`src/hdl/mdu_pkg.sv`:
```
package mdu_pkg;

  // ==========================================================================
  // Register indices; the APB byte address is four times the index
  // ==========================================================================
  localparam logic [7:0]  IDX_OPERAND_BYTE0 = 8'hF9;
  localparam logic [7:0]  IDX_OPERAND_BYTE1 = 8'hFA;
  localparam logic [7:0]  IDX_OPERAND_BYTE2 = 8'hFB;
  localparam logic [7:0]  IDX_OPERAND_BYTE3 = 8'hFC;
  localparam logic [7:0]  IDX_OPERAND_BYTE4 = 8'hFD;
  localparam logic [7:0]  IDX_OPERAND_BYTE5 = 8'hFE;
  localparam logic [7:0]  IDX_ARITH_CONTROL = 8'hFF;
  localparam int unsigned ADDR_W            = 12;

  // ==========================================================================
  // Control register fields and reset values
  // ==========================================================================
  localparam int unsigned ARC_ERR_BIT   = 7;
  localparam int unsigned ARC_OVF_BIT   = 6;
  localparam int unsigned ARC_SLR_BIT   = 5;
  localparam int unsigned ARC_SC_MSB    = 4;
  localparam logic [7:0]  RST_BYTE      = 8'h00;
  localparam logic [47:0] RST_OPERANDS  = 48'h0;
  localparam logic [4:0]  RST_SC        = 5'h00;

  // ==========================================================================
  // Latencies in clock cycles, counted from the final loading write
  // ==========================================================================
  localparam logic [4:0]  LAT_DIV32     = 5'h11;
  localparam logic [4:0]  LAT_DIV16     = 5'h09;
  localparam logic [4:0]  LAT_MUL       = 5'h0A;
  localparam logic [4:0]  LAT_SHIFT     = 5'h03;
  localparam logic [4:0]  CNT_ONE       = 5'h01;
  localparam logic [15:0] PROD_LIMIT    = 16'hFFFF;

  // ==========================================================================
  // Sequence phases and operations
  // ==========================================================================
  typedef enum logic [1:0] {
    PH_IDLE   = 2'b00,
    PH_LOAD   = 2'b01,
    PH_BUSY   = 2'b10,
    PH_RESULT = 2'b11
  } phase_e;

  typedef enum logic [2:0] {
    OP_DIV32 = 3'b000,
    OP_DIV16 = 3'b001,
    OP_MUL   = 3'b010,
    OP_NORM  = 3'b011,
    OP_SHIFT = 3'b100
  } op_e;

endpackage : mdu_pkg

```
`src/hdl/mul_div_shift_unit.sv`:
```
`timescale 1ns/10ps
// How it works
// - 32/16 division gives 32-bit quotient and 16-bit remainder within 17 cycles.
// - 16/16 division gives 16-bit quotient and remainder within 9 cycles.
// - 16x16 multiplication gives a 32-bit product within 10 cycles.
// - Latency is counted from the last write of the loading sequence.
// - Error flag sets on operand write while busy; clears when control is read.
// - Overflow flag: zero divisor, product above 0xFFFF, or already normalized operand.
// - Direction bit one shifts right, zero shifts left.
// - Count zero starts normalization returning shift count; nonzero shifts by count.
// - Opening byte 0 write resets the unit; final loading write starts work.
// - After division bytes 0-3 hold quotient, bytes 4-5 hold remainder.
// - Finishing the result reads leaves the unit ready for the next operation.
// - After multiplication bytes 0-3 hold the product, low byte first.
// - Normalization shifts out leading zeros, stores result, records zero count.
// - Control write after loading bytes 0-3 starts the shift; result returns there.
// - Error tracking spans opening write to last read; good sequences clear it.

module mul_div_shift_unit (
  input  wire logic                        pclk,
  input  wire logic                        presetn,
  input  wire logic                        psel,
  input  wire logic                        penable,
  input  wire logic                        pwrite,
  input  wire logic [mdu_pkg::ADDR_W-1:0]  paddr,
  input  wire logic [31:0]                 pwdata,
  output logic      [31:0]                 prdata,
  output logic                             pready,
  output logic                             pslverr
);

  // ==========================================================================
  // State
  // ==========================================================================
  typedef struct packed {
    logic [47:0]     md;
    logic            err;
    logic            ovf;
    logic            shift_direction_select;
    logic [4:0]      sc;
    mdu_pkg::phase_e phase;
    mdu_pkg::op_e    op;
    logic [4:0]      cnt;
    logic            hi_seen;
    logic            wr1_seen;
    logic            mul_ord;
    logic [7:0]      rdata;
  } state_s;

  state_s st_ff;
  state_s nxt_st;

  logic [7:0]  idx;
  logic        idx_ok;
  logic        wr_acc;
  logic        rd_acc;
  logic        setup;
  logic [7:0]  wbyte;
  logic [7:0]  arc_rd;
  logic [7:0]  rd_mux;
  logic [31:0] dvd32;
  logic [15:0] dvs;
  logic        dvs_zero;
  logic [31:0] q32;
  logic [15:0] r32;
  logic [15:0] q16;
  logic [15:0] r16;
  logic [31:0] prod;
  logic [4:0]  lz;
  logic        opnd_zero;
  logic [31:0] norm_res;
  logic [31:0] shift_res;
  logic        done;

  // ==========================================================================
  // APB decode
  // ==========================================================================
  assign idx    = paddr[9:2];
  assign idx_ok = (paddr[11:10] == 2'h0) && (paddr[1:0] == 2'h0) &&
                  (idx >= mdu_pkg::IDX_OPERAND_BYTE0);
  assign wr_acc = psel && penable && pwrite && idx_ok;
  assign rd_acc = psel && penable && !pwrite && idx_ok;
  assign setup  = psel && !penable;
  assign wbyte  = pwdata[7:0];

  // Zero wait states: read data is captured in the setup cycle
  assign pready  = 1'b1;
  assign pslverr = psel && penable && !idx_ok;
  assign prdata  = {24'h000000, st_ff.rdata};

  assign arc_rd = {st_ff.err, st_ff.ovf, st_ff.shift_direction_select, st_ff.sc};

  always_comb
  begin
    rd_mux = mdu_pkg::RST_BYTE;
    if (idx_ok)
    begin
      unique case (idx)
        mdu_pkg::IDX_OPERAND_BYTE0: rd_mux = st_ff.md[7:0];
        mdu_pkg::IDX_OPERAND_BYTE1: rd_mux = st_ff.md[15:8];
        mdu_pkg::IDX_OPERAND_BYTE2: rd_mux = st_ff.md[23:16];
        mdu_pkg::IDX_OPERAND_BYTE3: rd_mux = st_ff.md[31:24];
        mdu_pkg::IDX_OPERAND_BYTE4: rd_mux = st_ff.md[39:32];
        mdu_pkg::IDX_OPERAND_BYTE5: rd_mux = st_ff.md[47:40];
        default:                    rd_mux = arc_rd;
      endcase
    end
  end

  // ==========================================================================
  // Datapath; operands are frozen while busy, so results are taken at the end
  // ==========================================================================
  function automatic logic [4:0] lead_zeros(input logic [31:0] v);
    logic [4:0] n;
    logic       hit;
    n   = 5'h00;
    hit = 1'b0;
    for (int i = 31; i > 0; i--)
    begin
      if (!hit && !v[i])
        n = n + 5'h01;
      else
        hit = 1'b1;
    end
    return n;
  endfunction : lead_zeros

  assign dvd32    = st_ff.md[31:0];
  assign dvs      = st_ff.md[47:32];
  assign dvs_zero = (dvs == 16'h0000);
  // A zero divisor yields zero results; only the overflow flag reports it
  assign q32      = dvs_zero ? 32'h0 : dvd32 / {16'h0000, dvs};
  assign r32      = dvs_zero ? 16'h0 : 16'(dvd32 % {16'h0000, dvs});
  assign q16      = dvs_zero ? 16'h0 : st_ff.md[15:0] / dvs;
  assign r16      = dvs_zero ? 16'h0 : st_ff.md[15:0] % dvs;
  assign prod     = {16'h0000, st_ff.md[15:0]} * {16'h0000, dvs};
  assign lz       = lead_zeros(dvd32);
  assign opnd_zero = (dvd32 == 32'h0);
  assign norm_res = dvd32 << lz;
  assign shift_res = st_ff.shift_direction_select ? (dvd32 >> st_ff.sc) : (dvd32 << st_ff.sc);
  assign done     = (st_ff.phase == mdu_pkg::PH_BUSY) && (st_ff.cnt == 5'h00);

  // ==========================================================================
  // Next state
  // ==========================================================================
  always_comb
  begin
    nxt_st = st_ff;
    if (setup)
      nxt_st.rdata = rd_mux;

    if (st_ff.phase == mdu_pkg::PH_BUSY)
    begin
      if (!done)
        nxt_st.cnt = st_ff.cnt - mdu_pkg::CNT_ONE;
      else
      begin
        nxt_st.phase = mdu_pkg::PH_RESULT;
        unique case (st_ff.op)
          mdu_pkg::OP_DIV32:
          begin
            nxt_st.md  = {r32, q32};
            nxt_st.ovf = dvs_zero;
          end
          mdu_pkg::OP_DIV16:
          begin
            nxt_st.md  = {r16, 16'h0000, q16};
            nxt_st.ovf = dvs_zero;
          end
          mdu_pkg::OP_MUL:
          begin
            nxt_st.md[31:0] = prod;
            nxt_st.ovf      = (prod[31:16] != 16'h0000);
          end
          mdu_pkg::OP_NORM:
          begin
            // store normalized value and zero count
            nxt_st.md[31:0] = norm_res;
            nxt_st.sc       = opnd_zero ? 5'h1F : lz;
            nxt_st.ovf      = dvd32[31];
          end
          default:
          begin
            // shift result back into bytes 0-3
            nxt_st.md[31:0] = shift_res;
            nxt_st.ovf      = 1'b0;
          end
        endcase
      end
    end

    if (wr_acc)
    begin
      if (st_ff.phase == mdu_pkg::PH_BUSY)
      begin
        // write during operation is refused and flagged
        nxt_st.err = 1'b1;
      end
      else
      begin
        unique case (idx)
          mdu_pkg::IDX_OPERAND_BYTE0:
          begin
            // opening write resets the unit and arms error tracking
            nxt_st.md[7:0]  = wbyte;
            nxt_st.phase    = mdu_pkg::PH_LOAD;
            nxt_st.hi_seen  = 1'b0;
            nxt_st.wr1_seen = 1'b0;
            nxt_st.mul_ord  = 1'b0;
            nxt_st.err      = 1'b0;
            nxt_st.ovf      = 1'b0;
          end
          mdu_pkg::IDX_OPERAND_BYTE1:
          begin
            nxt_st.md[15:8] = wbyte;
            nxt_st.wr1_seen = 1'b1;
          end
          mdu_pkg::IDX_OPERAND_BYTE2:
          begin
            nxt_st.md[23:16] = wbyte;
            nxt_st.hi_seen   = 1'b1;
          end
          mdu_pkg::IDX_OPERAND_BYTE3:
          begin
            nxt_st.md[31:24] = wbyte;
            nxt_st.hi_seen   = 1'b1;
          end
          mdu_pkg::IDX_OPERAND_BYTE4:
          begin
            nxt_st.md[39:32] = wbyte;
            // Byte 4 ahead of byte 1 marks the multiply order
            if (!st_ff.wr1_seen)
              nxt_st.mul_ord = 1'b1;
          end
          mdu_pkg::IDX_OPERAND_BYTE5:
          begin
            nxt_st.md[47:40] = wbyte;
            if (st_ff.phase == mdu_pkg::PH_LOAD)
            begin
              // final loading write starts the latency count
              nxt_st.phase = mdu_pkg::PH_BUSY;
              if (st_ff.mul_ord)
              begin
                nxt_st.op  = mdu_pkg::OP_MUL;
                nxt_st.cnt = mdu_pkg::LAT_MUL - mdu_pkg::CNT_ONE;
              end
              else if (st_ff.hi_seen)
              begin
                nxt_st.op  = mdu_pkg::OP_DIV32;
                nxt_st.cnt = mdu_pkg::LAT_DIV32 - mdu_pkg::CNT_ONE;
              end
              else
              begin
                nxt_st.op  = mdu_pkg::OP_DIV16;
                nxt_st.cnt = mdu_pkg::LAT_DIV16 - mdu_pkg::CNT_ONE;
              end
            end
          end
          default:
          begin
            nxt_st.shift_direction_select   = wbyte[mdu_pkg::ARC_SLR_BIT];
            nxt_st.sc    = wbyte[mdu_pkg::ARC_SC_MSB:0];
            nxt_st.op    = (wbyte[mdu_pkg::ARC_SC_MSB:0] == 5'h00) ?
                           mdu_pkg::OP_NORM : mdu_pkg::OP_SHIFT;
            nxt_st.phase = mdu_pkg::PH_BUSY;
            nxt_st.cnt   = mdu_pkg::LAT_SHIFT - mdu_pkg::CNT_ONE;
          end
        endcase
      end
    end

    if (rd_acc && (idx == mdu_pkg::IDX_ARITH_CONTROL))
    begin
      nxt_st.err = 1'b0;
      // control read ends the result sequence
      if (st_ff.phase == mdu_pkg::PH_RESULT)
        nxt_st.phase = mdu_pkg::PH_IDLE;
    end
  end

  always_ff @(posedge pclk or negedge presetn)
  begin
    if (!presetn)
    begin
      st_ff.md       <= mdu_pkg::RST_OPERANDS;
      st_ff.err      <= 1'b0;
      st_ff.ovf      <= 1'b0;
      st_ff.shift_direction_select      <= 1'b0;
      st_ff.sc       <= mdu_pkg::RST_SC;
      st_ff.phase    <= mdu_pkg::PH_IDLE;
      st_ff.op       <= mdu_pkg::OP_DIV32;
      st_ff.cnt      <= 5'h00;
      st_ff.hi_seen  <= 1'b0;
      st_ff.wr1_seen <= 1'b0;
      st_ff.mul_ord  <= 1'b0;
      st_ff.rdata    <= mdu_pkg::RST_BYTE;
    end
    else
      st_ff <= nxt_st;
  end

  // ==========================================================================
  // Assertions
  // ==========================================================================
  logic start_md5;
  assign start_md5 = wr_acc && (idx == mdu_pkg::IDX_OPERAND_BYTE5) &&
                     (st_ff.phase == mdu_pkg::PH_LOAD);

  a_div32_latency: assert property (@(posedge pclk) disable iff (!presetn)
    start_md5 && !st_ff.mul_ord && st_ff.hi_seen
    |-> ##17 (st_ff.phase == mdu_pkg::PH_BUSY) ##1 (st_ff.phase == mdu_pkg::PH_RESULT))
    else $error("long division latency wrong");

  a_div16_latency: assert property (@(posedge pclk) disable iff (!presetn)
    start_md5 && !st_ff.mul_ord && !st_ff.hi_seen
    |-> ##9 (st_ff.phase == mdu_pkg::PH_BUSY) ##1 (st_ff.phase == mdu_pkg::PH_RESULT))
    else $error("short division latency wrong");

  a_mul_latency: assert property (@(posedge pclk) disable iff (!presetn)
    start_md5 && st_ff.mul_ord
    |-> ##10 (st_ff.phase == mdu_pkg::PH_BUSY) ##1 (st_ff.phase == mdu_pkg::PH_RESULT))
    else $error("multiply latency wrong");

  a_busy_write_err: assert property (@(posedge pclk) disable iff (!presetn)
    wr_acc && (st_ff.phase == mdu_pkg::PH_BUSY) |=> st_ff.err && $stable(st_ff.md[47:32]))
    else $error("busy write not flagged");

  a_ctrl_read_clr: assert property (@(posedge pclk) disable iff (!presetn)
    rd_acc && (idx == mdu_pkg::IDX_ARITH_CONTROL) |=> !st_ff.err)
    else $error("control read kept error flag");

  a_div_zero_ovf: assert property (@(posedge pclk) disable iff (!presetn)
    done && dvs_zero && (st_ff.op inside {mdu_pkg::OP_DIV32, mdu_pkg::OP_DIV16})
    |=> st_ff.ovf && (st_ff.phase == mdu_pkg::PH_RESULT))
    else $error("zero divisor not flagged");

  a_mul_product: assert property (@(posedge pclk) disable iff (!presetn)
    done && (st_ff.op == mdu_pkg::OP_MUL)
    |=> (st_ff.md[31:0] == $past(st_ff.md[15:0]) * $past(st_ff.md[47:32]))
        && (st_ff.ovf == ($past(st_ff.md[15:0]) * $past(st_ff.md[47:32]) > 32'h0000FFFF)))
    else $error("product or overflow wrong");

  a_shift_result: assert property (@(posedge pclk) disable iff (!presetn)
    done && (st_ff.op == mdu_pkg::OP_SHIFT) && st_ff.shift_direction_select
    |=> st_ff.md[31:0] == ($past(st_ff.md[31:0]) >> st_ff.sc))
    else $error("right shift result wrong");

  a_norm_result: assert property (@(posedge pclk) disable iff (!presetn)
    done && (st_ff.op == mdu_pkg::OP_NORM) && !opnd_zero
    |=> st_ff.md[31] && (st_ff.md[31:0] == ($past(st_ff.md[31:0]) << st_ff.sc)))
    else $error("normalization wrong");

  a_seq_ready: assert property (@(posedge pclk) disable iff (!presetn)
    rd_acc && (idx == mdu_pkg::IDX_ARITH_CONTROL) && (st_ff.phase == mdu_pkg::PH_RESULT)
    |=> st_ff.phase == mdu_pkg::PH_IDLE)
    else $error("unit not ready after reads");

  a_open_reset: assert property (@(posedge pclk) disable iff (!presetn)
    wr_acc && (idx == mdu_pkg::IDX_OPERAND_BYTE0) && (st_ff.phase != mdu_pkg::PH_BUSY)
    |=> (st_ff.phase == mdu_pkg::PH_LOAD) && !st_ff.err && !st_ff.ovf)
    else $error("opening write did not reset");

endmodule : mul_div_shift_unit

```
`config.mk`:
```
export PLATFORM = sky130hd
export DESIGN_NAME = mul_div_shift_unit
export DESIGN_NICKNAME = d
export VERILOG_FILES = /design/src/hdl/mdu_pkg.sv /design/src/hdl/mul_div_shift_unit.sv
export SDC_FILE = /design/constraint.sdc
export NUM_CORES = 2
export LEC_CHECK = 0
export ABC_CLOCK_PERIOD_IN_PS = 100900
export BUFFER_PORTS_ARGS = -buffer_cell sky130_fd_sc_hd__buf_2
export CAP_MARGIN = 15
export CORE_AREA = 2 2 312 314
export CTS_BUF_LIST = sky130_fd_sc_hd__clkbuf_2
export DETAILED_ROUTE_END_ITERATION = 7
export DIE_AREA = 0 0 314 316
export PLACE_DENSITY = 0.67
export SETUP_SLACK_MARGIN = 0.4
export SLEW_MARGIN = 5
export SYNTH_ARGS = -nofsm -noshare
export SYNTH_HDL_FRONTEND = slang
export SYNTH_SLANG_ARGS = --single-unit
```
`constraint.sdc`:
```
create_clock -name pclk -period 100.9 [get_ports pclk]
set_clock_uncertainty 0.05 [all_clocks]
set_input_delay 25.225 -clock pclk [delete_from_list [all_inputs] [get_ports pclk]]
set_output_delay 25.225 -clock pclk [all_outputs]
set_load 0.005 [all_outputs]
```
## Word level (Yosys, flattened, before mapping)

Index checks and enable logic that the tools add are counted.

- Output and inout bits: 34
- Register bits after elaboration: 77
- Logic and storage cells: 303
- Bits of input ports: 49

- Add/sub/neg operators: 31
- Bitwise gates (word level): 3
- Reductions and logical operators: 128
- Divide/modulo/power cells: 4
- $lt $le $gt $ge: 1
- Equal/unequal tests: 15
- Mux-type cells: 105
- Shifts and indexed selects: 3
- $mul: 1

Operators by type and width:

| cell | count |
|---|---|
| two-way mux 5 bit | 34 |
| adder 5 x 1 -> 5 bit (second input constant) | 30 |
| two-way mux 48 bit | 3 |
| one-hot mux 32 bit (4 select lines) | 1 |
| two-way mux 69 bit | 1 |
| two-way mux 32 bit | 2 |
| << shifter 32 x 5 -> 32 bit | 2 |
| logical NOT 1 bit | 63 |
| equality test 8 bit (second input constant) | 7 |
| two-way mux 8 bit | 7 |
| two-way mux 16 bit | 3 |
| one-hot mux 8 bit (6 select lines) | 1 |
| logical AND 1 bit | 41 |
| two-way mux 1 bit | 36 |
| divider 32 x 16 -> 32 bit | 1 |
| logical NOT 32 bit | 1 |
| remainder unit 32 x 16 -> 32 bit | 1 |
| multiplier 16 x 16 -> 32 bit | 1 |
| one-hot mux 16 bit (2 select lines) | 1 |
| >> shifter 32 x 5 -> 32 bit | 1 |
| two-way mux 10 bit | 2 |
| two-way mux 20 bit | 1 |
| divider 16 x 16 -> 16 bit | 1 |
| logical NOT 16 bit | 1 |
| 30 further kinds | 49 |

## Depth between registers and ports, before layout

- Depth in word-level cells: 100
- Depth in mapped cells: 478
- Gate-level depth less buffers: 441

## Least setup slack after synthesis

Ideal clock, no wire load.

- Path type: register to register
- Start point: register st_ff (netlist bit dvs[1])
- End point: register st_ff (netlist bit dvs[0])
- Buffers on the path: 49
- Arrival: 94707 ps
- Slack: 6017 ps
- Clock period less this slack: 94883 ps
- Setup time: 126 ps
- Required time: 100724 ps
- Cell stages (with the launch flop): 455
- Cells stage by stage: dfrtp_1 -> clkbuf_1 -> clkinv_1 -> ha_1 -> o21ai_0 -> nand2b_1 -> or4_1 -> nand4_2 -> ha_1 -> or3_1 -> a211oi_1 -> a21oi_1 -> ha_1 -> o21a_1 -> o221ai_1 -> or2_1 -> clkbuf_1 -> a31oi_1 -> [... 419 more ...] -> a21o_1 -> a21o_1 -> a21oi_1 -> o21bai_1 -> a21oi_1 -> o21ai_0 -> a21o_1 -> a21o_1 -> a211o_1 -> a21o_1 -> a41o_1 -> a211oi_1 -> o211a_1 -> o2111ai_2 -> buf_2 -> o41ai_2 -> nand2_1 -> o311a_1

RTL lines:

| element | line | RTL |
|---|---|---|
| start: declaration | mul_div_shift_unit.sv:50 | `state_s st_ff;` |
| start signal: assignment | mul_div_shift_unit.sv:299 | `st_ff <= nxt_st;` |

==> key figures <==
Route
  – First drt pass iteration count: 7
  – Vias per cell: 6.49
  – DRC violations left: 0
  – Drt total wl: 181000 µm
  – Total via count in the routed design: 51000
  – Avg WL per Cell: roughly 23 µm
  – DR iter-0 viols: about 5700
  – Antenna-violating nets left: 0

Setup path
  – WP data arrival: between 90 and 100 ns
  – Setup crit start kind: flop
  – Slowest stage delay, CP: approximately 0.57 ns
  – Slowest cell on crit path: or4_1
  – Worst path most repeated cell: o21a_1
  – Worst r2r src: dvs[6]
  – Critical Path RT: 101.33 ns
  – Setup crit end kind: flop
  – CP Max Fanout: 19
  – CP Class: flop to flop
  – CP Launch Point: dvs[6]

Final layout
  – FF/Latch Area: 1930 µm²
  – Layout area overhead: 6.14%
  – Fillers: 9504
  – Multi-input gate area: 43400 µm²
  – Final nets: 7483
  – Util after Layout: 0.527
  – Layout cells sized above 1: 0.112

Clocking
  – Root buffer cell: clkbuf_2
  – Worst skew pair latency: 0.64 ns
  – CTS Sinks: 77
  – Clock slew at reported path FFs: 0.23 ns
  – CTS buffer count: 9
  – Hold Buf Count CTS: 0
  – H-tree depth: 3
  – Clk buf depth: 2
  – CTS tree: done

Synth
  – Most common cell in the synthesized netlist: nand2_1
  – Syn Std Cell Area: ~48000 µm²
  – Area contributors post-synth: ha_1 17%, fa_1 8.2%, nand2_1 5.3%
  – Largest family of logic cells by synthesized area: compound AO/OA/AOI/OAI gates
  – Cells after Synth: 6607
  – Asr flop ratio synth: 1.00
  – Post-Syn Area per Cell: 7.22 µm²
  – Compound-gate portion of the synthesized area: 0.273
  – Post-synthesis sequential area ratio: 0.0404
  – Ys flop type: dfrtp_1
  – Seq cells post-synth: 77
  – Post-synthesis xor/xnor area fraction: 0.0547
  – Post-synth EDFFs: 0
  – Share of the synthesized area in the top cell type: 0.174
  – Simple-gate share of the synthesized area: 0.238
  – Yosys cell types: between 100 and 150
  – Post-Synth Adder-Cell Area: 0.258
  – Synth warn: 0
  – Post-synth top cells: 667 x nand2_1, 663 x ha_1, 605 x nor2_1
  – Multiplexer share of the synthesized area: 0.0756
  – Yosys top cell by area: ha_1

STA
  – RSZ-0062 raised after global routing: false
  – Fmax: 10.6 MHz
  – Final Hold Vio Count: 0
  – Setup_tns: 0 ns
  – Hold_ws: 0.460 ns
  – Max Slew Vio Count: 0
  – Min Tclk post-route: 94.73 ns
  – Worst Tran Pin Value: 1.35 ns
  – Period utilization: 0.939
  – Slew margin rel.: 0.0895
  – Setup violators final: 0
  – Final worst slack: 6.17 ns

Die
  – Starting Density: 0.497
  – Die ar.: 99200 µm²
  – Die width: 314 µm
  – Num ports: 83
  – Die Ht: 316 µm
  – Core area: 96000 µm²
  – Std cell rows: 114

Place
  – Routability congestion estimate from global placement: a little over 1
  – Setup WS pre-CTS: 1.31 ns
  – I/O Buffers: 33
  – DP HPWL: around 140000 µm

Hold path
  – Worst hold-check path type: flop to flop
  – Worst Hold Launch: prdata[7]

Global routing
  – Initial antenna violation count: 6
  – Vias in the first global route: 46100
  – GRT overflow: 0
  – Total GRT Usage: 0.351
  – First-pass GRT wire length: 272000 µm
  – Largest net degree at the start of global routing: 99

Job
  – MaxCap Viol Count: 0

Outcome
  – Run status: completed
[cell usage in the layout (no fill, tap or decap), types with 32 or more instances in the layout]
cell / count
nand2_1: 664
ha_1: 663
nor2_1: 600
a21oi_1: 453
o21ai_0: 362
nor3_1: 331
inv_1: 326
o21a_1: 285
buf_4: 272
mux2i_1: 197
fa_1: 196
xnor2_1: 173
mux2_2: 133
nand3_1: 133
a21o_1: 132
o31ai_1: 128
xor2_1: 118
or2_2: 113
nand2b_1: 96
and2_1: 94
dfrtp_1: 74
a211oi_1: 71
nand4_1: 65
nor2b_1: 59
a221oi_1: 46
or3_1: 43
a31oi_1: 43
o211ai_1: 40
and3_1: 34
buf_2: 32
[routing by layer]
| layer | up-vias | GRT usage | wire length, µm |
|---|---|---|---|
| li1 | 24000 | - | - |
| met1 | 24100 | 0.495 | 78500 |
| met2 | 2478 | 0.532 | 74200 |
| met3 | 424 | 0.0658 | 19600 |
| met4 | 4 | 0.125 | 8350 |
| met5 | - | 0 | 27 |
[critical path, delay by kind of cell (launching register included)]
kind / cells / cell delay [ns]
adder cells (fa/ha/maj): 31 / 9.73
multiplexers: 9 / 2.87
AO/OA/AOI/OAI: 260 / 54.74
buffers and inverters: 22 / 4.00
AND/OR/NAND/NOR: 114 / 22.54
flip-flops: 1 / 0.42
[layout make-up]
| class | count | share of cell area |
|---|---|---|
| Tap cell | 1276 | 0.0316 |
| Clock buffer | 10 | 0.000989 |
| Sequential cell | 77 | 0.0382 |
| Inverter | 346 | 0.0257 |
| Multi-Input combinational cell | 5833 | 0.857 |
| Timing Repair Buffer | 308 | 0.0446 |
| Antenna cell | 2 | 0.0000989 |
| Clock inverter | 6 | 0.00176 |
[flip-flops by register name (all words and copies together) (netlist names)]
signal / flops
arc_rd: 8
dvd32: 32
prdata: 8
dvs: 16
st_ff: 13
[logic make-up (layout without fill, tap and decap cells)]
| family | Yosys count | in the layout |
|---|---|---|
| XOR/XNOR | 295 | 295 |
| AO/OA/AOI/OAI | 1933 | 1933 |
| flip-flops | 77 | 77 |
| buffers and inverters | 720 | 670 |
| AND/OR/NAND/NOR | 2375 | 2375 |
| multiplexers | 339 | 339 |
| adder cells (fa/ha/maj) | 866 | 866 |
| other | 2 | 27 |
[what timing repair did]
item | 4_1_cts | 5_1_grt
setup buffers | 0 | 14
gates resized for setup | 0 | 66
setup endpoints to repair | 0 | 18
[through the flow]
step                      std cells  area, µm²
after detailed placement       7825      50000
final                          7858      50600
after global routing           7857      50600
after global placement         7825      50000
after floorplan                6630      47800
after CTS                      7841      50200
[path summary, 6_finish.rpt]
| kind | slack, ns | endpoint | cells past startpoint |
|---|---|---|---|
| max reg2reg | 6.17 | dvs[1] | 436 |
| max | 6.17 | dvs[1] | 436 |
| min in group asynchronous | 24.44 | dvd32[28] | 1 |
| min reg2reg | 0.46 | prdata[7] | 2 |
| max in group asynchronous | 75.26 | dvd32[25] | 2 |
| min | 0.46 | prdata[7] | 2 |
Power is left out: the tool's default activity adds up to more than one toggle a clock period on the data nets, which glitch-free logic cannot reach.
